[src/rtl/wlb_pkg.sv]
// shared constants and types of the word logic and bit datapath
package wlb_pkg;

  // ----------------------------------------------------------------
  // opcode field
  // ----------------------------------------------------------------
  localparam int WLB_OP_W = 5;
  localparam logic [4:0] OP_AND16 = 5'h00;
  localparam logic [4:0] OP_AND32 = 5'h01;
  localparam logic [4:0] OP_OR16 = 5'h02;
  localparam logic [4:0] OP_OR32 = 5'h03;
  localparam logic [4:0] OP_XOR16 = 5'h04;
  localparam logic [4:0] OP_XOR32 = 5'h05;
  localparam logic [4:0] OP_XNOR16 = 5'h06;
  localparam logic [4:0] OP_XNOR32 = 5'h07;
  localparam logic [4:0] OP_RCR16 = 5'h08;
  localparam logic [4:0] OP_ROR32 = 5'h09;
  localparam logic [4:0] OP_ROL32 = 5'h0a;
  localparam logic [4:0] OP_SFR16 = 5'h0b;
  localparam logic [4:0] OP_PROBE16 = 5'h0c;
  localparam logic [4:0] OP_PROBE32 = 5'h0d;
  localparam logic [4:0] OP_ONES16 = 5'h0e;
  localparam logic [4:0] OP_ONES32 = 5'h0f;
  localparam logic [4:0] OP_SEARCH = 5'h10;
  localparam logic [4:0] OP_EXPAND = 5'h11;
  localparam logic [4:0] OP_COMPRESS = 5'h12;
  localparam logic [4:0] OP_NSPLIT = 5'h13;
  localparam logic [4:0] OP_NJOIN = 5'h14;
  localparam logic [4:0] OP_W2B = 5'h15;
  localparam logic [4:0] OP_B2W = 5'h16;
  localparam logic [4:0] OP_MAX16 = 5'h17;
  localparam logic [4:0] OP_MAX32 = 5'h18;
  localparam logic [4:0] OP_MIN16 = 5'h19;
  localparam logic [4:0] OP_MIN32 = 5'h1a;
  localparam logic [4:0] OP_BIT_FORCE_ONE = 5'h1b;
  localparam logic [4:0] OP_BIT_FORCE_ZERO = 5'h1c;

  // ----------------------------------------------------------------
  // widths, limits and reset values
  // ----------------------------------------------------------------
  localparam int WLB_CNT_W = 9;
  localparam logic [8:0] WLB_SPLIT_MAX = 9'h004;
  localparam logic [8:0] WLB_CODE_MAX = 9'h008;
  localparam logic WLB_CARRY_RST = 1'b0;
  localparam logic [31:0] WLB_WORD_RST = 32'h0000_0000;

  // sequencing states of the datapath
  typedef enum {ST_IDLE, ST_FETCH, ST_TAKE, ST_STEP, ST_WRITE, ST_DONE} wlb_state_t;

endpackage

[src/rtl/wlb_bitunit.sv]
// single-cycle logic, bit probe, bit force and ones-count unit
`timescale 1ns/1ps
`default_nettype none
module wlb_bitunit
  import wlb_pkg::*;
(
  input wire logic [4:0] op_in,
  input wire logic [31:0] a_in,
  input wire logic [31:0] b_in,
  input wire logic [8:0] n_in,
  output logic [31:0] result_out,
  output logic bit_out
);

  // ----------------------------------------------------------------
  // helpers
  // ----------------------------------------------------------------
  // ones count over a word; 16-bit callers pass a zero upper half
  function automatic logic [31:0] ones_of(input logic [31:0] w);
    logic [31:0] sum;
    sum = 32'h0;
    for (int i = 0; i < 32; i++) begin
      sum = sum + {31'h0, w[i]};
    end
    return sum;
  endfunction

  // ----------------------------------------------------------------
  // operand views
  // ----------------------------------------------------------------
  wire logic [31:0] lo_a = {16'h0, a_in[15:0]};
  wire logic [31:0] lo_b = {16'h0, b_in[15:0]};
  wire logic [15:0] force_mask = 16'h0001 << n_in[3:0];

  // one result per opcode; the 16-bit forms return a zero upper half
  always_comb begin
    result_out = WLB_WORD_RST;
    bit_out = 1'b0;
    unique case (op_in)
      OP_AND16: result_out = lo_a & lo_b;
      OP_AND32: result_out = a_in & b_in;
      OP_OR16: result_out = lo_a | lo_b;
      OP_OR32: result_out = a_in | b_in;
      OP_XOR16: result_out = lo_a ^ lo_b;
      OP_XOR32: result_out = a_in ^ b_in;
      OP_XNOR16: result_out = {16'h0, ~(a_in[15:0] ^ b_in[15:0])};
      OP_XNOR32: result_out = ~(a_in ^ b_in);
      OP_PROBE16: begin
        bit_out = a_in[b_in[3:0]];
        result_out = {31'h0, a_in[b_in[3:0]]};
      end
      OP_PROBE32: begin
        bit_out = a_in[b_in[4:0]];
        result_out = {31'h0, a_in[b_in[4:0]]};
      end
      OP_ONES16: result_out = ones_of(lo_a);
      OP_ONES32: result_out = ones_of(a_in);
      OP_BIT_FORCE_ONE: result_out = {16'h0, a_in[15:0] | force_mask};
      OP_BIT_FORCE_ZERO: result_out = {16'h0, a_in[15:0] & ~force_mask};
      default: result_out = WLB_WORD_RST;
    endcase
  end

endmodule
`default_nettype wire

[src/rtl/wlb_datapath.sv]
// word logic and bit datapath: sequencing of multi-cycle operations
`timescale 1ns/1ps
`default_nettype none
module wlb_datapath
  import wlb_pkg::*;
#(
  parameter int CNT_W = WLB_CNT_W
)(
  input wire logic REF_CLK_IN,
  input wire logic RST_IN,
  input wire logic START_IN,
  input wire logic [4:0] OPCODE_IN,
  input wire logic [31:0] SRC_A_IN,
  input wire logic [31:0] SRC_B_IN,
  input wire logic [CNT_W-1:0] COUNT_IN,
  input wire logic [31:0] ELEM_DATA_IN,
  output logic ELEM_RD_OUT,
  output logic [7:0] ELEM_ADDR_OUT,
  output logic RES_WE_OUT,
  output logic [7:0] RES_ADDR_OUT,
  output logic [31:0] RES_DATA_OUT,
  output logic RES_BIT_OUT,
  output logic CARRY_FLAG_OUT,
  output logic BUSY_OUT,
  output logic DONE_OUT
);

  // ----------------------------------------------------------------
  // elaboration check
  // ----------------------------------------------------------------
  // the count must reach 256 to cover all 256 element addresses
  if (CNT_W != WLB_CNT_W) begin : g_bad_cnt
    $error("wlb_datapath: CNT_W must equal 9");
  end

  // ----------------------------------------------------------------
  // helpers
  // ----------------------------------------------------------------
  // words spanned by a 2^n-bit field, at least one
  function automatic logic [8:0] field_words(input logic [8:0] n);
    if (n <= 9'h004) begin
      return 9'h001;
    end
    return 9'h001 << (n - 9'h004);
  endfunction

  // position of the highest set bit of a halfword
  function automatic logic [3:0] msb_of(input logic [15:0] w);
    logic [3:0] pos;
    pos = 4'h0;
    for (int i = 0; i < 16; i++) begin
      if (w[i]) begin
        pos = 4'(i);
      end
    end
    return pos;
  endfunction

  // one bit step of the rotate and shift family: {carry, word}
  function automatic logic [32:0] step_of(input logic [4:0] op, input logic [31:0] d,
                                          input logic c);
    unique case (op)
      OP_RCR16: return {d[0], 16'h0, c, d[15:1]};
      OP_ROR32: return {d[0], d[0], d[31:1]};
      OP_ROL32: return {d[31], d[30:0], d[31]};
      default: return {d[0], 16'h0, 1'b0, d[15:1]};
    endcase
  endfunction

  // ----------------------------------------------------------------
  // state
  // ----------------------------------------------------------------
  wlb_state_t state;
  logic [8:0] idx;
  logic [31:0] acc;
  logic [15:0] first_hit;
  logic [15:0] hit_count;
  logic carry_flag;
  logic elem_rd;
  logic [7:0] elem_addr;
  logic res_we;
  logic [7:0] res_addr;
  logic [31:0] res_data;
  logic res_bit;
  logic busy;
  logic done;

  // ----------------------------------------------------------------
  // opcode decode
  // ----------------------------------------------------------------
  // operands are read straight from the ports; they stay put until done
  wire logic [4:0] op = OPCODE_IN;
  wire logic [8:0] n = COUNT_IN;
  wire logic is_shift = (op == OP_RCR16) || (op == OP_ROR32) || (op == OP_ROL32) ||
                        (op == OP_SFR16);
  wire logic is_single = (op <= OP_XNOR32) || (op == OP_PROBE16) || (op == OP_PROBE32) ||
                         (op == OP_ONES16) || (op == OP_ONES32) || (op == OP_BIT_FORCE_ONE) ||
                         (op == OP_BIT_FORCE_ZERO);
  wire logic is_probe = (op == OP_PROBE16) || (op == OP_PROBE32);
  wire logic write_only = (op == OP_EXPAND) || (op == OP_NSPLIT);
  wire logic is_max = (op == OP_MAX16) || (op == OP_MAX32);
  wire logic is_wide_cmp = (op == OP_MAX32) || (op == OP_MIN32);
  wire logic [8:0] split_n = (n > WLB_SPLIT_MAX) ? WLB_SPLIT_MAX : n;
  wire logic [8:0] code_n = (n > WLB_CODE_MAX) ? WLB_CODE_MAX : n;

  // number of elements read, and number of final result words
  wire logic [8:0] read_len = (op == OP_COMPRESS) ? field_words(code_n) :
                              (op == OP_NJOIN) ? split_n : n;
  wire logic [8:0] write_len = (op == OP_SEARCH) ? 9'h002 :
                               (op == OP_EXPAND) ? field_words(code_n) :
                               (op == OP_NSPLIT) ? split_n : 9'h001;
  wire logic last_read = (idx + 9'h001) == read_len;
  wire logic last_write = (idx + 9'h001) == write_len;

  // ----------------------------------------------------------------
  // single-cycle unit
  // ----------------------------------------------------------------
  logic [31:0] unit_result;
  logic unit_bit;

  wlb_bitunit u_bitunit (
    .op_in(op),
    .a_in(SRC_A_IN),
    .b_in(SRC_B_IN),
    .n_in(n),
    .result_out(unit_result),
    .bit_out(unit_bit)
  );

  // ----------------------------------------------------------------
  // per-element work on the word fetched last cycle
  // ----------------------------------------------------------------
  wire logic [32:0] stepped = step_of(op, acc, carry_flag);
  wire logic [15:0] key_hit = (ELEM_DATA_IN[15:0] == SRC_A_IN[15:0]) ? 16'h0001 : 16'h0000;
  // a field under 16 bits only owns its low 2^n bits
  wire logic [15:0] field_mask = (code_n >= 9'h004) ? 16'hffff :
                                 16'((17'h00001 << (17'h00001 << code_n[1:0])) - 17'h00001);
  wire logic [15:0] field_word = ELEM_DATA_IN[15:0] & field_mask;
  wire logic [31:0] join_nib = {28'h0, ELEM_DATA_IN[3:0]} << {idx[1:0], 2'b00};
  wire logic [31:0] cmp_new = is_wide_cmp ? ELEM_DATA_IN : {16'h0, ELEM_DATA_IN[15:0]};
  wire logic new_bigger = is_wide_cmp ? ($signed(ELEM_DATA_IN) > $signed(acc)) :
                          ($signed(ELEM_DATA_IN[15:0]) > $signed(acc[15:0]));
  wire logic new_smaller = is_wide_cmp ? ($signed(ELEM_DATA_IN) < $signed(acc)) :
                           ($signed(ELEM_DATA_IN[15:0]) < $signed(acc[15:0]));
  wire logic take_new = (idx == 9'h000) || (is_max ? new_bigger : new_smaller);
  wire logic [7:0] w2b_byte = idx[0] ? ELEM_DATA_IN[15:8] : ELEM_DATA_IN[7:0];

  // next accumulator while taking an element
  logic [31:0] next_acc;
  always_comb begin
    next_acc = acc;
    unique case (op)
      OP_COMPRESS: begin
        // later words hold higher positions, so the last nonzero word wins
        if (field_word != 16'h0000) begin
          next_acc = {24'h0, idx[3:0], msb_of(field_word)};
        end
      end
      OP_NJOIN: next_acc = acc | join_nib;
      OP_B2W: next_acc = {24'h0, ELEM_DATA_IN[7:0]};
      OP_MAX16, OP_MAX32, OP_MIN16, OP_MIN32: begin
        if (take_new) begin
          next_acc = cmp_new;
        end
      end
      default: next_acc = acc;
    endcase
  end

  // ----------------------------------------------------------------
  // final result words
  // ----------------------------------------------------------------
  wire logic [31:0] expand_word = (idx[3:0] == acc[7:4]) ?
                                  {16'h0, 16'h0001 << acc[3:0]} : 32'h0;
  wire logic [31:0] split_word = {28'h0, 4'(SRC_A_IN[15:0] >> {idx[1:0], 2'b00})};
  logic [31:0] final_word;
  always_comb begin
    final_word = acc;
    unique case (op)
      OP_SEARCH: final_word = (idx == 9'h000) ? {16'h0, first_hit} : {16'h0, hit_count};
      OP_EXPAND: final_word = expand_word;
      OP_NSPLIT: final_word = split_word;
      default: final_word = acc;
    endcase
  end

  // element-time writes of the two byte streams
  wire logic b2w_pair_done = idx[0] || last_read;
  wire logic [31:0] b2w_word = idx[0] ? {16'h0, ELEM_DATA_IN[7:0], acc[7:0]} :
                               {24'h0, ELEM_DATA_IN[7:0]};
  wire logic take_we = (op == OP_W2B) || ((op == OP_B2W) && b2w_pair_done);
  wire logic [31:0] take_data = (op == OP_W2B) ? {24'h0, w2b_byte} : b2w_word;
  wire logic [7:0] take_addr = (op == OP_W2B) ? idx[7:0] : 8'(idx >> 1);
  wire logic stream_op = (op == OP_W2B) || (op == OP_B2W);
  // word to bytes reads source word j/2 for destination byte j
  wire logic [7:0] fetch_addr = (op == OP_W2B) ? 8'(idx >> 1) : idx[7:0];

  // ----------------------------------------------------------------
  // sequencer
  // ----------------------------------------------------------------
  // one write per cycle keeps the result port a plain strobe; a burst
  // interface would be faster but the sequencer memory is single ported
  always_ff @(posedge REF_CLK_IN or posedge RST_IN) begin
    if (RST_IN) begin
      state <= ST_IDLE;
      idx <= 9'h000;
      acc <= WLB_WORD_RST;
      first_hit <= 16'h0000;
      hit_count <= 16'h0000;
      carry_flag <= WLB_CARRY_RST;
      elem_rd <= 1'b0;
      elem_addr <= 8'h00;
      res_we <= 1'b0;
      res_addr <= 8'h00;
      res_data <= WLB_WORD_RST;
      res_bit <= 1'b0;
      busy <= 1'b0;
      done <= 1'b0;
    end else begin
      res_we <= 1'b0;
      elem_rd <= 1'b0;
      done <= 1'b0;
      unique case (state)
        ST_IDLE: begin
          idx <= 9'h000;
          first_hit <= 16'h0000;
          hit_count <= 16'h0000;
          res_bit <= 1'b0;
          if (START_IN) begin
            busy <= 1'b1;
            acc <= WLB_WORD_RST;
            if (is_single) begin
              res_we <= 1'b1;
              res_addr <= 8'h00;
              res_data <= unit_result;
              res_bit <= is_probe && unit_bit;
              state <= ST_DONE;
            end else if (is_shift) begin
              // 16-bit forms drop the upper half so a zero count still writes it clean
              acc <= ((op == OP_ROR32) || (op == OP_ROL32)) ? SRC_A_IN : {16'h0, SRC_A_IN[15:0]};
              state <= (n == 9'h000) ? ST_WRITE : ST_STEP;
            end else if (op == OP_EXPAND) begin
              acc <= {24'h0, SRC_A_IN[7:0] & 8'((9'h001 << code_n) - 9'h001)};
              state <= ST_WRITE;
            end else if (write_only) begin
              state <= (split_n == 9'h000) ? ST_DONE : ST_WRITE;
            end else if (read_len == 9'h000) begin
              state <= ST_DONE;
            end else begin
              state <= ST_FETCH;
            end
          end
        end
        ST_STEP: begin
          acc <= stepped[31:0];
          carry_flag <= stepped[32];
          idx <= idx + 9'h001;
          if ((idx + 9'h001) == n) begin
            idx <= 9'h000;
            state <= ST_WRITE;
          end
        end
        ST_FETCH: begin
          elem_rd <= 1'b1;
          elem_addr <= fetch_addr;
          state <= ST_TAKE;
        end
        ST_TAKE: begin
          acc <= next_acc;
          if ((op == OP_SEARCH) && (key_hit != 16'h0000)) begin
            hit_count <= hit_count + 16'h0001;
            if (hit_count == 16'h0000) begin
              first_hit <= idx[7:0] == 8'h00 ? 16'h0000 : {7'h0, idx};
            end
          end
          if (stream_op) begin
            res_we <= take_we;
            res_addr <= take_addr;
            res_data <= take_data;
          end
          idx <= idx + 9'h001;
          if (last_read) begin
            idx <= 9'h000;
            state <= stream_op ? ST_DONE : ST_WRITE;
          end else begin
            state <= ST_FETCH;
          end
        end
        ST_WRITE: begin
          res_we <= 1'b1;
          res_addr <= idx[7:0];
          res_data <= final_word;
          idx <= idx + 9'h001;
          if (last_write) begin
            state <= ST_DONE;
          end
        end
        ST_DONE: begin
          done <= 1'b1;
          busy <= 1'b0;
          state <= ST_IDLE;
        end
        default: state <= ST_IDLE;
      endcase
    end
  end

  // ----------------------------------------------------------------
  // outputs, all registered
  // ----------------------------------------------------------------
  assign ELEM_RD_OUT = elem_rd;
  assign ELEM_ADDR_OUT = elem_addr;
  assign RES_WE_OUT = res_we;
  assign RES_ADDR_OUT = res_addr;
  assign RES_DATA_OUT = res_data;
  assign RES_BIT_OUT = res_bit;
  assign CARRY_FLAG_OUT = carry_flag;
  assign BUSY_OUT = busy;
  assign DONE_OUT = done;

endmodule
`default_nettype wire

[config.mk]
export PLATFORM = sky130hd
export DESIGN_NAME = wlb_datapath
export DESIGN_NICKNAME = d
export VERILOG_FILES = /design/src/rtl/wlb_pkg.sv /design/src/rtl/wlb_bitunit.sv /design/src/rtl/wlb_datapath.sv
export SDC_FILE = /design/constraint.sdc
export NUM_CORES = 1
export LEC_CHECK = 0
export ABC_AREA = 1
export BUFFER_PORTS_ARGS = -buffer_cell sky130_fd_sc_hd__buf_2
export CAP_MARGIN = 0
export CELL_PAD_IN_SITES_DETAIL_PLACEMENT = 1
export CELL_PAD_IN_SITES_GLOBAL_PLACEMENT = 1
export CORE_ASPECT_RATIO = 1.4
export CORE_MARGIN = 10
export CORE_UTILIZATION = 43
export CTS_CLUSTER_SIZE = 25
export DETAILED_ROUTE_END_ITERATION = 6
export PLACE_DENSITY = 0.84
export SYNTH_ARGS = -nofsm -noshare
export SYNTH_HDL_FRONTEND = slang
export SYNTH_SLANG_ARGS = --single-unit
export TNS_END_PERCENT = 30
[constraint.sdc]
create_clock -name REF_CLK_IN -period 4.1 [get_ports REF_CLK_IN]
set_input_delay 0.41 -clock REF_CLK_IN [delete_from_list [all_inputs] [get_ports REF_CLK_IN]]
set_output_delay 0.41 -clock REF_CLK_IN [all_outputs]
set_load 0.005 [all_outputs]
Yosys cells after proc, flatten, opt, wreduce, memory -nomap -nowiden
Index checks and enable logic that the tools add are counted. W data, S select, Z words.

Bits of input ports: 113. Word-level logic and storage cells: 270. Flip-flop bits (word level): 159. Output and inout port bits: 54.

Mux-type cells: 95. Reductions and logical operators: 43. Bitwise gates (word level): 15. Shift operators: 8. Magnitude comparators: 11. Add/subtract/negate cells: 36. Eq/ne operators: 48.

Operator list (number): $add A32 B1 Y32 (30); $pmux W32 S14 (1); $mux W32 (13); $pmux W32 S3 (3); $pmux W32 S5 (1); $mux W16 (8); $pmux W32 S4 (1); $mux W9 (12); $pmux W33 S3 (1); $eq A5 B5 Y1 const B (13); $eq A32 B2 Y1 const B (2); $eq A32 B3 Y1 const B (2); $or A32 B32 Y32 (2); $pmux W16 S2 (2); $mux W4 (14); $mux W8 (7); $and A16 B16 Y16 (3); $eq A5 B4 Y1 const B (8); $logic_not A9 Y1 (4); $pmux W9 S4 (1); $and A32 B32 Y32 (1); $eq A32 B1 Y1 const B (1); $gt A32 B32 Y1 (1); $logic_not A32 Y1 (1); other kinds (59) (124).

Longest topological paths before layout
Gate-level depths: netlist of the first run.

Depth in word-level cells: 35. Depth in mapped cells: 27. Mapped depth without buffers: 27.

Modules after synthesis
Synthesis of the first run repeated with hierarchy kept, for this count alone.

Cells, all modules: 2252. Area total of the unflattened synthesis: 14557.7 um^2.

Modules (own cells, without submodules): wlb_datapath (times used 1, seq. area each 3078.0 um^2, cells each 1580, area an instance 10488.8 um^2); wlb_bitunit (times used 1, seq. area each 0.0 um^2, cells each 672, area an instance 4068.9 um^2).

Worst setup path after synthesis of the first run
OpenSTA, ideal clock, no wires.

Path type: input to register. Start point: input SRC_A_IN[0]. End point: register res_data[2], in the netlist RES_DATA_OUT[2]. Data arrival time: 6.593 ns. Path buffers: 0. Setup slack: -2.610 ns. Cell stages on the path: 23. Required time: 3.983 ns. Cells stage by stage: ha_1 > inv_1 > fa_1 > fa_1 > fa_1 > fa_1 > fa_1 > inv_1 > fa_1 > inv_1 > fa_1 > fa_1 > fa_1 > fa_1 > or2_2 > a32oi_1 > o211ai_1 > a2111oi_0 > o21ai_0 > nand2_1 > o2111ai_1 > o21ai_1 > inv_1.

Word-level cells in the longest chain between the ends: 35.

Ends and longest elaborated chain: start: declaration (line wlb_datapath.sv:13) `input wire logic [31:0] SRC_A_IN,`; $add A1 B1 Y2 * (line wlb_bitunit.sv:23) `sum = sum + {31'h0, w[i]};`; $add A32 B1 Y32 * (14 in a row) (line wlb_bitunit.sv:23); $add A32 B1 Y32 (16 in a row) (line wlb_bitunit.sv:23); $pmux W32 S14 * (line wlb_bitunit.sv:39) `unique case (op_in)`; $mux W32 * (line wlb_datapath.sv:232) `if (is_single) begin`; $mux W32 * (line wlb_datapath.sv:229) `if (START_IN) begin`; $pmux W32 S3 * (line wlb_datapath.sv:223) `unique case (state)`; end signal: assignment (line wlb_datapath.sv:235) `res_data <= unit_result;`; end signal: assignment (line wlb_datapath.sv:279) `res_data <= take_data;`; end signal: assignment (line wlb_datapath.sv:292) `res_data <= final_word;`; end: declaration (line wlb_datapath.sv:83) `logic [31:0] res_data;`.

Every way passes the cells marked *; elsewhere a longest branch is shown, timed or not. The select of a mux whose other input is x is not followed. A chain may end at the register's enable or synchronous reset.

Worst setup path after layout of the first run
Start point: input SRC_A_IN[1]. End point: register res_data[2], in the netlist RES_DATA_OUT[2].

Same word-level chain as after synthesis.

==> results of run 1 <==
==> sequential cells by signal (all words and copies together) (netlist names) <==
register	flops
RES_WE_OUT	1
state	3
CARRY_FLAG_OUT	1
BUSY_OUT	1
idx	9
first_hit	9
ELEM_ADDR_OUT	8
acc	32
ELEM_RD_OUT	1
hit_count	16
RES_DATA_OUT	32
RES_ADDR_OUT	8
RES_BIT_OUT	1
DONE_OUT	1
==> metal layers <==
| metal | vias to the layer above | track usage [%] | share of wire (%) |
|---|---|---|---|
| li1 | 7534 | - | - |
| met3 | 231 | 8.41 | 8.5 |
| met5 | - | 0 | 0.018 |
| met1 | 8440 | 42.3 | 38 |
| met2 | 812 | 59.1 | 47 |
| met4 | 2 | 21.1 | 6.2 |
==> what timing repair did <==
action | in CTS | in global routing
gates resized for setup | 14 | 4
pin swaps | 14 | 10
hold buffers | 0 | 0
endpoints found under the setup margin | 6 | 6
==> cell families (layout without fill, tap and decap cells) <==
kind of cell    after synthesis  in the layout  share of synthesized area, %
simple gates                808            808                          24.9
compound gates              604            604                          26.9
buf+inv                     383            602                          10.9
fa+ha+maj                   138            138                          13.6
flops                       123            123                          22.2
xor+xnor                     23             23                          1.45
mux                           1              1                        0.0721
other cells                   0              1                             0
==> worst max-delay path, cell delays in order <==
cell and delay (ps):
sky130_fd_sc_hd__buf_8 100, sky130_fd_sc_hd__ha_4 250, sky130_fd_sc_hd__inv_2 30, sky130_fd_sc_hd__fa_1 470
sky130_fd_sc_hd__fa_1 530, sky130_fd_sc_hd__fa_1 460, sky130_fd_sc_hd__fa_1 510, sky130_fd_sc_hd__fa_2 650
sky130_fd_sc_hd__inv_2 50, sky130_fd_sc_hd__fa_1 470, sky130_fd_sc_hd__inv_1 50, sky130_fd_sc_hd__fa_1 470
sky130_fd_sc_hd__fa_1 500, sky130_fd_sc_hd__fa_2 390, sky130_fd_sc_hd__fa_2 350, sky130_fd_sc_hd__or2_4 240
sky130_fd_sc_hd__a32oi_1 200, sky130_fd_sc_hd__o211ai_1 130, sky130_fd_sc_hd__a2111oi_2 310, sky130_fd_sc_hd__o21ai_1 130
sky130_fd_sc_hd__nand2_1 120, sky130_fd_sc_hd__o2111ai_2 110, sky130_fd_sc_hd__o21ai_1 120, sky130_fd_sc_hd__inv_1 50
==> power by group through the flow <==
stage                     combinational, W  clock [W]  sequential [W]
after CTS                          0.00517    0.00153         0.00182
after detailed placement           0.00506          0         0.00183
after global placement             0.00486          0         0.00182
after global routing               0.00572    0.00160         0.00186
final                              0.00529    0.00153         0.00183
after floorplan                    0.00304          0         0.00175
==> layout by cell type, fill, tap and decap left out, drive strengths merged, types with 11 or more instances in the layout <==
cell	n
nor2	208
nor4	12
fa	22
o2111ai	20
xor2	20
o31ai	19
nand3	87
ha	116
o211ai	40
inv	299
clkbuf	17
o22ai	28
clkinv	11
nand4	27
o221ai	11
nor3	45
a21oi	135
a221oi	33
a31oi	18
a22oi	16
dfrtp	123
buf	273
nand2	425
o21ai	248
==> area by class of cell <==
type / instances / area (um2) / area share, %
Clock inverter: 15 / 153 / 0.935
Timing Repair Buffer: 273 / 1680 / 10.3
Sequential cell: 123 / 3080 / 18.9
Multi-Input combinational cell: 1574 / 9380 / 57.5
Clock buffer: 17 / 425 / 2.61
Antenna cell: 1 / 2.50 / 0.0153
Tap cell: 395 / 494 / 3.03
Inverter: 297 / 1120 / 6.84
==> cells in the mapped netlist, types with 19 or more instances <==
library cell / n
sky130_fd_sc_hd__nand3_1: 82
sky130_fd_sc_hd__o21ai_0: 210
sky130_fd_sc_hd__nand4_1: 27
sky130_fd_sc_hd__o22ai_1: 28
sky130_fd_sc_hd__o2111ai_1: 20
sky130_fd_sc_hd__ha_1: 116
sky130_fd_sc_hd__inv_1: 278
sky130_fd_sc_hd__fa_1: 22
sky130_fd_sc_hd__xor2_1: 20
sky130_fd_sc_hd__a21oi_1: 135
sky130_fd_sc_hd__a221oi_1: 33
sky130_fd_sc_hd__dfrtp_1: 123
sky130_fd_sc_hd__clkbuf_1: 62
sky130_fd_sc_hd__o31ai_1: 19
sky130_fd_sc_hd__nor2_1: 191
sky130_fd_sc_hd__o21ai_2: 30
sky130_fd_sc_hd__o211ai_1: 40
sky130_fd_sc_hd__nand2_1: 418
sky130_fd_sc_hd__nor3_1: 41
==> worst min path at each step <==
stage / end / slack (ps) / cells after the start
3_5_place_dp: RES_DATA_OUT[11]$_DFFE_PP0P_ / 470 / 2
6_report: RES_DATA_OUT[6]$_DFFE_PP0P_ / 120 / 2
5_1_grt: RES_DATA_OUT[6]$_DFFE_PP0P_ / 200 / 2
4_1_cts: RES_DATA_OUT[6]$_DFFE_PP0P_ / 160 / 2
2_1_floorplan: first_hit[1]$_DFFE_PP0P_ / 440 / 2
3_3_place_gp: RES_DATA_OUT[11]$_DFFE_PP0P_ / 460 / 2
==> metrics by stage <==
step / util [%] / hold slack (ps)
2_1_floorplan: - / 441
3_3_place_gp: 49.5 / 461
3_5_place_dp: 49.5 / 468
4_1_cts: 51.4 / 163
5_1_grt: 51.5 / 195
6_report: 51.5 / 120
==> results.md, run 1 <==
Run status:
- The run finished, with violations left.
- The checks that failed: DRC, setup timing.

Worst setup path:
- The startpoint of the most critical register-to-register path is acc[1]$_DFFE_PP0P_.
- STA classifies the critical path endpoint as a flop.
- The worst-case reg-to-reg path depth is 20.
- The arrival time reported for the critical path endpoint is ~7000 ps.
- The worst setup path is launched from a primary input.
- The worst setup path is of the primary input to flop kind.
- The startpoint of the most critical setup path is SRC_A_IN[1].
- The worst register-to-register path ends at acc[19]$_DFFE_PP0P_.
- The slack of the worst reg-to-reg path is around 580 ps.
- The required time at the endpoint of the critical path is around 4500 ps.
- In this run the worst setup path terminates at RES_DATA_OUT[2]$_DFFE_PP0P_.
- Of all nets on the critical path, the largest fanout is 2.

Pwr:
- The internal portion of total power is between 0.004 and 0.005 W.
- After layout, the design draws a total of 0.00865 W.
- The share of power burned in combinational logic is roughly 61%.
- The net switching power figure is between 0.004 and 0.005 W.
- In this run the static leakage power is 7.78 nW.
- The register share of total power is 21.2%.
- The fraction of power consumed by the clock network is between 15 and 20%.
- Across the VDD grid, the largest voltage drop is between 500 and 600 uV.
- In this run the power density over the cells is 530 nW/um2.
- Net switching is a little over 50% of the power.

Routing:
- Dividing the detail-routed wire length by the instance count gives 27.0 um.
- The routed wire length is roughly 73000 um.
- The total vias in the final route is about 17k.
- The pre-antenna-repair detailed-routing pass consisted of 7 iterations.
- The violation count after the first detailed-routing iteration is approximately 1.5k.
- The vias per cell is between 6 and 7.
- The number of routed nets with antenna violations is 0.
- The post-route DRC violation count is 12.

Floorplan:
- The floorplan has between 70 and 80 rows.
- The floorplan die area is around 40000 um2.
- The count of boundary I/O pins is around 170.
- The floorplan step defined a core boundary enclosing 31700 um2.
- The die boundary width is ~170 um.
- The initial utilization of the core area, before any placement, comes to a little over two fifths.
- The overall die height is roughly 230 um.

Synthesis:
- The mean post-synth cell area is approximately 6.7 um2.
- The top cell type by total area after synthesis is sky130_fd_sc_hd__dfrtp_1.
- Counting flops and latches in the post-synthesis netlist gives 123.
- The net count after synthesis is about 2.3k.
- The count of distinct cell types in the synthesized netlist is 55.
- By area the synthesized netlist is led by sky130_fd_sc_hd__dfrtp_1 22%, sky130_fd_sc_hd__nand2_1 11%, sky130_fd_sc_hd__ha_1 10%.
- For this run, the leading register cell type out of synthesis is sky130_fd_sc_hd__dfrtp_1.
- In this run, synthesis inferred 0 flip-flops with an integrated enable.
- For this run, the number of Yosys warnings is 0.
- The post-synth design cell area is about 14000 um2.
- The post-synthesis instance total is 2080.
- The fraction of synthesis flops using an asynchronous set or reset pin is between 90% and 100%.
- The synthesized design devotes to its leading area cell type between 20 and 25% of total area.
- Summing the sequential cell areas from Yosys gives between 20% and 30% of the chip area.

Timing:
- Between clock sinks in the finished design, the worst skew comes to approximately 8.4 ps.
- Setup repair after global routing could not meet its margin everywhere.
- After routing, the total negative slack on setup checks comes to -12940 ps.
- The final critical path takes up 165% of the cycle.
- Setup violations remaining at the end of the flow were counted as 6.
- The final-report hold violation count is 0.
- The count of final max-slew check failures was 0.
- Timing would allow up to between 0.1 and 0.15 GHz.
- For the finished layout, the period the worst path requires is approximately 6700 ps.
- Headroom to the max-slew limit came out at 22.4%.
- The slew at the pin with the worst max-slew slack is around 1200 ps.
- The post-layout worst setup margin is -2650 ps.

Placement:
- Counting tap cells, the placed design contains a total of between 2k and 3k instances.
- The placed wire-length estimate after detailed placement is roughly 57000 um.
- The number of port buffers is ~170.
- Routability-driven placement finished with a final weighted congestion of between 1 and 1.5.
- The setup slack at placement is -3330 ps.
- In this run the cell area measured after placement is 15700 um2.

Layout:
- The layout has between 4k and 5k filler cells.
- Excluding fillers, the count of instances in the completed layout stands at 2695.
- From synthesis to final layout, the design area changed by 17.6%.
- In the final design database the tool counted between 2k and 3k nets.
- The share of cells above drive strength 1 is between 15 and 20%.
- With fillers left out, the area of the finished cells amounts to around 16000 um2.

Run:
- The number of maximum-capacitance constraint violations is 0.

Clock tree:
- The clock latency of the later-clocked register in the worst-skew pair is ~460 ps.
- The number of buffers on the longest clock path is 2.
- The post-CTS setup buffer count is 0.
- The TritonCTS clock tree is built.
- The clock root buffer is sky130_fd_sc_hd__clkbuf_16.
- TritonCTS created 17 clock buffers.
- The clock-pin transition on the worst setup and hold timing paths is ~70 ps.
- The clock tree synthesis step divided the H-tree into 4 levels.
- The clock drives 123 sinks.

GRT:
- The total congestion overflow is 0.
- Global routing used a little over a third of the available tracks across all layers.
- The initial antenna violation count was 4.
- Entering global routing, the biggest net connects between 60 and 70 pins.
- The via count of the first global-routing pass is ~18k.
- The global-route wire length before repair is about 110000 um.

Min path:
- The worst hold path belongs to the class primary input to asynchronous set/reset pin.
No activity file was read; power rests on OpenSTA's default activity.
==> run 2: changes to the inputs <==
--- a/config.mk
+++ b/config.mk
@@ -16,6 +16,7 @@
 export CTS_CLUSTER_SIZE = 25
 export DETAILED_ROUTE_END_ITERATION = 6
 export PLACE_DENSITY = 0.84
+export RECOVER_POWER = 25
 export SYNTH_ARGS = -nofsm -noshare
 export SYNTH_HDL_FRONTEND = slang
 export SYNTH_SLANG_ARGS = --single-unit
==> run 2 against run 1 <==
  * The run ends with DRC, capacitance limit, slew limit, setup timing left
  * Sequential power barely moved
  * Flip-flop and latch count did not move
  * Clock skew barely moved
  * Register-to-register slack barely moved
  * Highest routed layer unchanged
==> results.md, run 2 (synthesis results as in run 1) <==
Run status:
- The run finished, with violations left.
- The final reports fail on DRC, capacitance limit, slew limit, setup timing.

Worst setup path:
- The startpoint identified for the worst register-to-register timing path is acc[1]$_DFFE_PP0P_.
- On the critical path, the stage with the largest delay is an instance of sky130_fd_sc_hd__fa_2.
- The maximum fanout along the worst path is 2 (unchanged).
- The arrival time reported for the critical path endpoint is 7100 ps (about the same).
- The largest stage delay on the critical path is 650 ps (about the same).
- The critical path goes through buf_8 -> ha_4 -> inv_2 -> fa_1 -> fa_1 -> fa_1 -> fa_1 -> fa_2 -> inv_2 -> fa_1 -> inv_1 -> fa_1 -> fa_1 -> fa_2 -> fa_2 -> or2_4 -> a32oi_1 -> o211ai_1 -> a2111oi_2 -> o21ai_1 -> nand2_1 -> o2111ai_2 -> o21ai_1 -> inv_1.
- The most numerous cell on the critical path is sky130_fd_sc_hd__fa_1.
- The startpoint of the most critical setup path is SRC_A_IN[1].
- The required time at the endpoint of the critical path was 4450 ps (about the same).
- The type of element capturing the critical path is a flop.
- The worst setup path is of the primary input to flop kind.
- The startpoint type of the worst setup path is a primary input.

Clock tree:
- The TritonCTS clock tree is built.
- The number of clock sinks seen by CTS is 123 (unchanged).
- The clock latency of the later-clocked register in the worst-skew pair is 460 ps (about the same).
- The post-CTS setup buffer count is 0 (unchanged).
- The number of buffers on the longest clock path is 2 (unchanged).
- The number of buffers inserted during clock tree synthesis was 17 (unchanged).
- The H-tree depth is 4 (unchanged).
- The clock-pin transition on the worst setup and hold timing paths is 70 ps (about the same).
- The clock root buffer is sky130_fd_sc_hd__clkbuf_16.

Floorplan:
- The starting density of the core was 43.8% (unchanged).
- The area of the core is 31700 um2 (unchanged).
- The floorplan die area is 40000 um2 (unchanged).
- The die boundary width is 172 um (unchanged).
- The floorplan row count was 77 (unchanged).
- The count of boundary I/O pins was 167 (unchanged).
- The overall die height is 233 um (unchanged).

Routing:
- The routed wire length is 72900 um (about the same).
- The post-route DRC violation count came to 2 (-10).
- The total vias in the final route came to 17.0k (-0.047%).
- The vias per cell is 6.31 (about the same).
- The violation count after the first detailed-routing iteration is 1515 (+0.20%).
- The first-pass detailed-route iteration total was 7 (unchanged).
- The average wire per standard cell came to 27.0 um (about the same).
- The number of routed nets with antenna violations is 0 (unchanged).

Placement:
- The weighted congestion at the end of routability-driven global placement is 1.04 (unchanged).
- The total cell area at the placement stage is 15700 um2 (unchanged).
- The setup slack at placement is -3330 ps (unchanged).
- The placed wire-length estimate after detailed placement is 57300 um (unchanged).
- The number of port buffers was 166 (unchanged).

Timing:
- The minimum clock period is 6750 ps (+0.930 ps).
- Setup repair after global routing could not meet its margin everywhere.
- The smallest hold slack was 281 ps (+161 ps).
- The final clock skew is 8.81 ps (+0.370 ps).
- The count of final max-slew check failures came to 68 (+68).
- The slew at the pin with the worst max-slew slack is 3090 ps (+1930 ps).
- The number of setup violations in the final report is 6 (unchanged).
- The post-layout worst setup margin is -2650 ps (-0.930 ps).
- The final-report hold violation count came to 0 (unchanged).
- The fmax is 0.148 GHz (about the same).
- The relative slew slack came to -107% (-130 points).
- The share of the clock period used by the worst path after layout was 165% (about the same).
- The final-layout setup total negative slack is -12950 ps (-4.40 ps).

Min path:
- The path class of the lowest-slack min-delay path is primary input to flop.
- In this run the most critical hold path is launched from START_IN.

GRT:
- met2 is the most crowded layer.
- The via count of the first global-routing pass came to 17.8k (unchanged).
- The initial antenna violation count is 4 (unchanged).
- The global-route wire length before repair is 109000 um (unchanged).
- The global-route met1 utilization is 42.3% (unchanged).
- The total congestion overflow is 0 (unchanged).
- The met2 usage in global routing came to 59.1% (unchanged).
- The met3 track utilization from global routing is 8.41% (unchanged).
- The maximum number of pins on one net before global-route repair came to 68 (unchanged).
- The global-route usage over all layers is 36.1% (unchanged).

Pwr:
- The net switching power figure was 0.00443 W (about the same).
- The internal portion of total power is 0.00423 W (about the same).
- The switching part of the total is 51.1% (about the same).
- The fraction of power consumed by the clock network came to 17.7% (about the same).
- The static leakage is 7.78 nW (about the same).
- The peak supply drop is 571 uV (-0.11%).
- The share of power burned in combinational logic is 61.1% (about the same).
- The register share of total power is 21.2% (about the same).
- The cell area power density is 530 nW/um2 (about the same).

Run:
- The number of maximum-capacitance constraint violations is 1 (+1).

Layout:
- The area added between synthesis and finish is 17.6% (about the same).
- The share of cells above drive strength 1 is 17.5% (unchanged).
- The area used by multi-input combinational logic is 9380 um2 (unchanged).
- The summed area of non-filler cells in the final layout is 16300 um2 (about the same).
- In the layout the commonest cells are 418 x sky130_fd_sc_hd__nand2_1, 275 x sky130_fd_sc_hd__inv_1, 206 x sky130_fd_sc_hd__o21ai_0.
- The count of nets after finishing was 2537 (unchanged).
- The number of fill cells in the layout is 4269 (unchanged).
- The utilization of the core after routing was 51.5% (about the same).
- The sequential cell area in the final layout is 3080 um2 (unchanged).
- The most common cell after layout, fill and taps aside is sky130_fd_sc_hd__nand2_1.
## run 2: worst paths after layout
| check | endpoint | slack [ps] | depth (start not counted) |
|---|---|---|---|
| setup / recovery | RES_DATA_OUT[2]$_DFFE_PP0P_ | -2650 | 24 |
| hold / removal | BUSY_OUT$_DFFE_PP0P_ | 280 | 3 |
| setup reg to reg | acc[19]$_DFFE_PP0P_ | 580 | 20 |
| hold reg to reg | RES_DATA_OUT[11]$_DFFE_PP0P_ | 480 | 2 |
| max in group asynchronous | acc[21]$_DFFE_PP0P_ | 1460 | 3 |
| min in group asynchronous | RES_DATA_OUT[6]$_DFFE_PP0P_ | 830 | 2 |
## run 2: critical path, delay by kind of cell
| kind | cells | cell delay [ps] |
|---|---|---|
| buffers and inverters | 5 | 280 |
| adders and majority gates | 11 | 5050 |
| and+or+nand+nor | 2 | 360 |
| AOI/OAI and AO/OA | 6 | 1000 |
## run 2: final cells by class
cell class | instances | share of cell area, %
Multi-Input combinational cell | 1574 | 57.5
Sequential cell | 123 | 18.9
Timing Repair Buffer | 273 | 10.2
Inverter | 297 | 6.84
Tap cell | 395 | 3.03
Clock buffer | 17 | 2.61
Clock inverter | 15 | 0.935
Antenna cell | 1 | 0.0153
## run 2: repair_timing
item / 4_1_cts / 5_1_grt
hold endpoints to repair: 0 / 0
endpoints found under the setup margin: 6 / 6
resized for setup: 14 / 4
pin swaps: 14 / 10
hold buffers: 0 / 0
## run 2: layer usage
| metal | routed length (um) | vias up |
|---|---|---|
| met2 | 34200 | 815 |
| met3 | 6240 | 228 |
| met4 | 4520 | 2 |
| li1 | - | 7532 |
| met5 | 13 | - |
| met1 | 27900 | 8434 |
## run 2: power groups by stage
stage	Sequential (W)	Combinational (W)	Clock, W
floorplan	0.00175	0.00304	0
global placement	0.00182	0.00486	0
detailed placement	0.00183	0.00506	0
CTS	0.00182	0.00517	0.00153
global route	0.00186	0.00572	0.00160
finish	0.00183	0.00529	0.00153
## run 2: through the flow
| stage | instances | power, W |
|---|---|---|
| 2_1_floorplan | 2080 | 0.00479 |
| 3_5_place_dp | 2662 | 0.00689 |
| 4_1_cts | 2694 | 0.00852 |
| 3_3_place_gp | 2662 | 0.00668 |
| 5_1_grt | 2694 | 0.00918 |
| 6_report | 2695 | 0.00865 |
==> run 3: changes to the inputs <==
==> constraint.sdc (replaced) <==
create_clock -name REF_CLK_IN -period 4.1 [get_ports REF_CLK_IN]
set_input_delay 0.615 -clock REF_CLK_IN [delete_from_list [all_inputs] [get_ports REF_CLK_IN]]
set_output_delay 0.615 -clock REF_CLK_IN [all_outputs]
set_load 0.005 [all_outputs]
==> run 3 against run 2 <==
  * The flow finishes with violations (capacitance limit, slew limit, setup timing)
  * Flip-flop and latch count unchanged
  * Register-to-register slack better by 180 ps
  * Die area did not move
  * Combinational power grew 2%
  * Maximum frequency down 1.6%
  * Cell count is 0.63% higher
  * Critical path type unchanged
  * Critical endpoint unchanged
==> results.md, run 3 (synthesis results as in run 1) <==
Timing:
- The minimum clock period is 6860 ps (+106 ps).
- The final-report hold violation count is 0 (unchanged).
- The relative slew slack is -74.2% (+33 points).
- The count of final max-slew check failures was 67 (-1.5%).
- The number of setup violations in the final report is 6 (unchanged).
- The share of the clock period used by the worst path after layout is 167% (+2.6 points).
- The slew at the pin with the worst max-slew slack came to 2610 ps (-479 ps).
- The final clock skew was 9.52 ps (+0.717 ps).
- The post-layout worst setup margin came to -2760 ps (-106 ps).
- The smallest hold slack is 473 ps (+192 ps).
- The fmax is 0.146 GHz (-1.6%).
- The final-layout setup total negative slack is -13990 ps (-1050 ps).
- Setup repair after global routing could not meet its margin everywhere.

Worst setup path:
- The type of element capturing the critical path is a flop.
- Traced cell by cell, the critical path runs through buf_8 -> ha_4 -> inv_2 -> fa_1 -> fa_1 -> fa_1 -> fa_1 -> fa_2 -> inv_2 -> fa_1 -> inv_2 -> fa_1 -> fa_1 -> fa_2 -> fa_2 -> or2_4 -> a32oi_2 -> o211ai_1 -> a2111oi_2 -> o21ai_1 -> nand2_1 -> o2111ai_1 -> o21ai_1 -> inv_1.
- On the critical path, the stage with the largest delay is an instance of sky130_fd_sc_hd__fa_2.
- The category of cells accounting for the largest share of critical-path delay is adder cells.
- The sum of buffers and inverters on the critical path is 5 (unchanged).
- The required time at the endpoint of the critical path was 4440 ps (about the same).
- The most numerous cell on the critical path is sky130_fd_sc_hd__fa_1.
- The maximum fanout along the worst path came to 2 (unchanged).
- STA classifies the critical path startpoint as a primary input.
- The critical path is of the primary input to flop type.
- The arrival time reported for the critical path endpoint was 7200 ps (+100 ps).
- The largest stage delay on the critical path is 630 ps (-20 ps).

Placement:
- The placed wire-length estimate after detailed placement is 57400 um (about the same).
- The setup slack at placement is -3510 ps (-175 ps).
- The number of port buffers is 166 (unchanged).
- The cell count after placement is 2677 (+0.56%).
- The weighted congestion at the end of routability-driven global placement is 1.05 (+0.84%).

Layout:
- The share of cells above drive strength 1 came to 18.1% (+0.58 points).
- The most common cell after layout, fill and taps aside is sky130_fd_sc_hd__nand2_1.
- The number of fill cells in the layout was 4254 (-0.35%).
- The non-filler instance count after layout is 2712 (+0.63%).
- In the layout the commonest cells are 418 x sky130_fd_sc_hd__nand2_1, 275 x sky130_fd_sc_hd__inv_1, 206 x sky130_fd_sc_hd__o21ai_0.
- The count of nets after finishing is 2552 (+0.59%).
- The area added between synthesis and finish is 18.4%.

Routing:
- The vias per cell is 6.30 (-0.14%).
- The first-pass detailed-route iteration total was 5 (-2).
- The routed wire length was 71700 um (-1.6%).
- The average wire per standard cell was 26.4 um (-2.2%).
- The total vias in the final route came to 17.1k (+0.49%).
- The violation count after the first detailed-routing iteration is 1578 (+4.2%).
- The number of routed nets with antenna violations is 0 (unchanged).
- The post-route DRC violation count is 0 (-2).

Floorplan:
- The overall die height is 233 um (unchanged).
- The area of the core is 31700 um2 (unchanged).
- The floorplan row count is 77 (unchanged).
- The count of boundary I/O pins was 167 (unchanged).
- The die boundary width was 172 um (unchanged).
- The floorplan die area came to 40000 um2 (unchanged).
- The starting density of the core is 43.8% (unchanged).

GRT:
- The met2 usage in global routing came to 58.1% (-1.0 points).
- The initial antenna violation count is 2 (-2).
- The global-route met1 utilization came to 41.9% (-0.36 points).
- The global-route usage over all layers is 35.3% (-0.87 points).
- The via count of the first global-routing pass came to 17.6k (-1.3%).
- The maximum number of pins on one net before global-route repair is 67 (-1.5%).
- The met3 track utilization from global routing is 7.52% (-0.88 points).
- The global-route wire length before repair is 107000 um (-2.1%).
- After global routing, the most crowded layer is met2.
- The total congestion overflow is 0 (unchanged).

Pwr:
- The internal portion of total power is 0.00430 W (+1.7%).
- The static leakage is 7.84 nW (+0.78%).
- The register share of total power is 21.1% (about the same).
- The net switching power figure was 0.00442 W (about the same).
- The switching part of the total was 50.7% (-0.45 points).
- The cell area power density is 531 nW/um2 (+0.13%).
- The fraction of power consumed by the clock network is 17.3% (-0.4 points).
- The peak supply drop was 507 uV (-11%).
- The share of power burned in combinational logic was 61.6% (+0.5 points).
- The total power consumption of the routed design is 0.00872 W (+0.81%).

Min path:
- The path class of the lowest-slack min-delay path is primary input to flop.

Clock tree:
- The clock root buffer is sky130_fd_sc_hd__clkbuf_16.
- The clock-pin transition on the worst setup and hold timing paths came to 60 ps (about the same).
- The post-CTS setup buffer count is 0 (unchanged).
- The number of buffers on the longest clock path is 2 (unchanged).
- The number of buffers inserted during clock tree synthesis is 17 (unchanged).
- The TritonCTS clock tree is built.
- The H-tree depth was 4 (unchanged).
- The count of hold-fix buffers inserted at cts came to 0 (unchanged).
- The number of clock sinks seen by CTS is 123 (unchanged).
- The clock latency of the later-clocked register in the worst-skew pair is 460 ps (about the same).

Run status:
- The run finished, with violations left.
- The final reports fail on capacitance limit, slew limit, setup timing.

Run:
- The number of maximum-capacitance constraint violations is 1 (unchanged).
run 3: cell count changes in the layout (fill, tap and decap cells not counted), moves of 2 or more:
cell | before | now
sky130_fd_sc_hd__buf_4 | 104 | 119
sky130_fd_sc_hd__clkinvlp_4 | 1 | 4
sky130_fd_sc_hd__diode_2 | 1 | 3
sky130_fd_sc_hd__inv_6 | 6 | 4
sky130_fd_sc_hd__nor2_2 | 13 | 15
run 3: what timing repair did:
action,in CTS,in global routing
pin swaps,5,0
gates resized for setup,15,6
setup endpoints to repair,6,6
run 3: worst register-to-register path, stage by stage (launching register included):
cell and delay, ps:
sky130_fd_sc_hd__dfrtp_1 390, sky130_fd_sc_hd__inv_1 180, sky130_fd_sc_hd__ha_1 370, sky130_fd_sc_hd__nand2_1 70, sky130_fd_sc_hd__o21ai_0 390, sky130_fd_sc_hd__o21bai_1 190
sky130_fd_sc_hd__nand2_1 120, sky130_fd_sc_hd__nand2_1 110, sky130_fd_sc_hd__nand4_1 120, sky130_fd_sc_hd__nand3_1 100, sky130_fd_sc_hd__nand3_1 100, sky130_fd_sc_hd__nand2_1 90
sky130_fd_sc_hd__nand2_1 50, sky130_fd_sc_hd__nand2_1 100, sky130_fd_sc_hd__nand2_1 60, sky130_fd_sc_hd__nand2_1 70, sky130_fd_sc_hd__nand2_2 60, sky130_fd_sc_hd__inv_2 270
sky130_fd_sc_hd__buf_12 250, sky130_fd_sc_hd__nand2_1 120, sky130_fd_sc_hd__o21ai_2 60
run 3: worst paths after layout:
path | from | end | slack, ps | cells after the start
worst min register to register | RES_DATA_OUT[22]$_DFFE_PP0P_ | RES_DATA_OUT[22]$_DFFE_PP0P_ | 490 | 2
worst max-delay path | SRC_A_IN[1] | RES_DATA_OUT[2]$_DFFE_PP0P_ | -2760 | 24
worst min-delay path | START_IN | BUSY_OUT$_DFFE_PP0P_ | 470 | 3
max in group asynchronous | RST_IN | BUSY_OUT$_DFFE_PP0P_ | 580 | 3
min in group asynchronous | RST_IN | RES_DATA_OUT[6]$_DFFE_PP0P_ | 1080 | 2
worst max register to register | acc[7]$_DFFE_PP0P_ | acc[5]$_DFFE_PP0P_ | 760 | 20
run 3: per-stage QoR:
stage                     instance area, um2  utilization, %
after detailed placement               15800            49.9
after CTS                              16400            51.8
after global routing                   16400            51.8
after global placement                 15800            49.9
after floorplan                        13900               -
final                                  16400            51.8
run 3: layout make-up:
class                           instances  area (um2)  share of cell area, %
Clock inverter                         14         138                  0.838
Inverter                              297        1110                   6.78
Sequential cell                       123        3080                   18.7
Clock buffer                           18         439                   2.67
Multi-Input combinational cell       1574        9380                   57.1
Antenna cell                            3        7.51                 0.0457
Timing Repair Buffer                  288        1790                   10.9
Tap cell                              395         494                   3.01
run 3: routing by layer:
layer	share of wire, %	up-vias
li1	-	7565
met1	38	8467
met2	47	830
met3	8.5	229
met4	5.5	4
met5	0.029	-
run 3: power groups by stage:
stage	Combinational, W	Clock, W	Sequential [W]
6_report	0.00537	0.00151	0.00184
5_1_grt	0.00585	0.00156	0.00187
4_1_cts	0.00524	0.00150	0.00182
3_5_place_dp	0.00516	0	0.00184
3_3_place_gp	0.00491	0	0.00183
2_1_floorplan	0.00304	0	0.00175
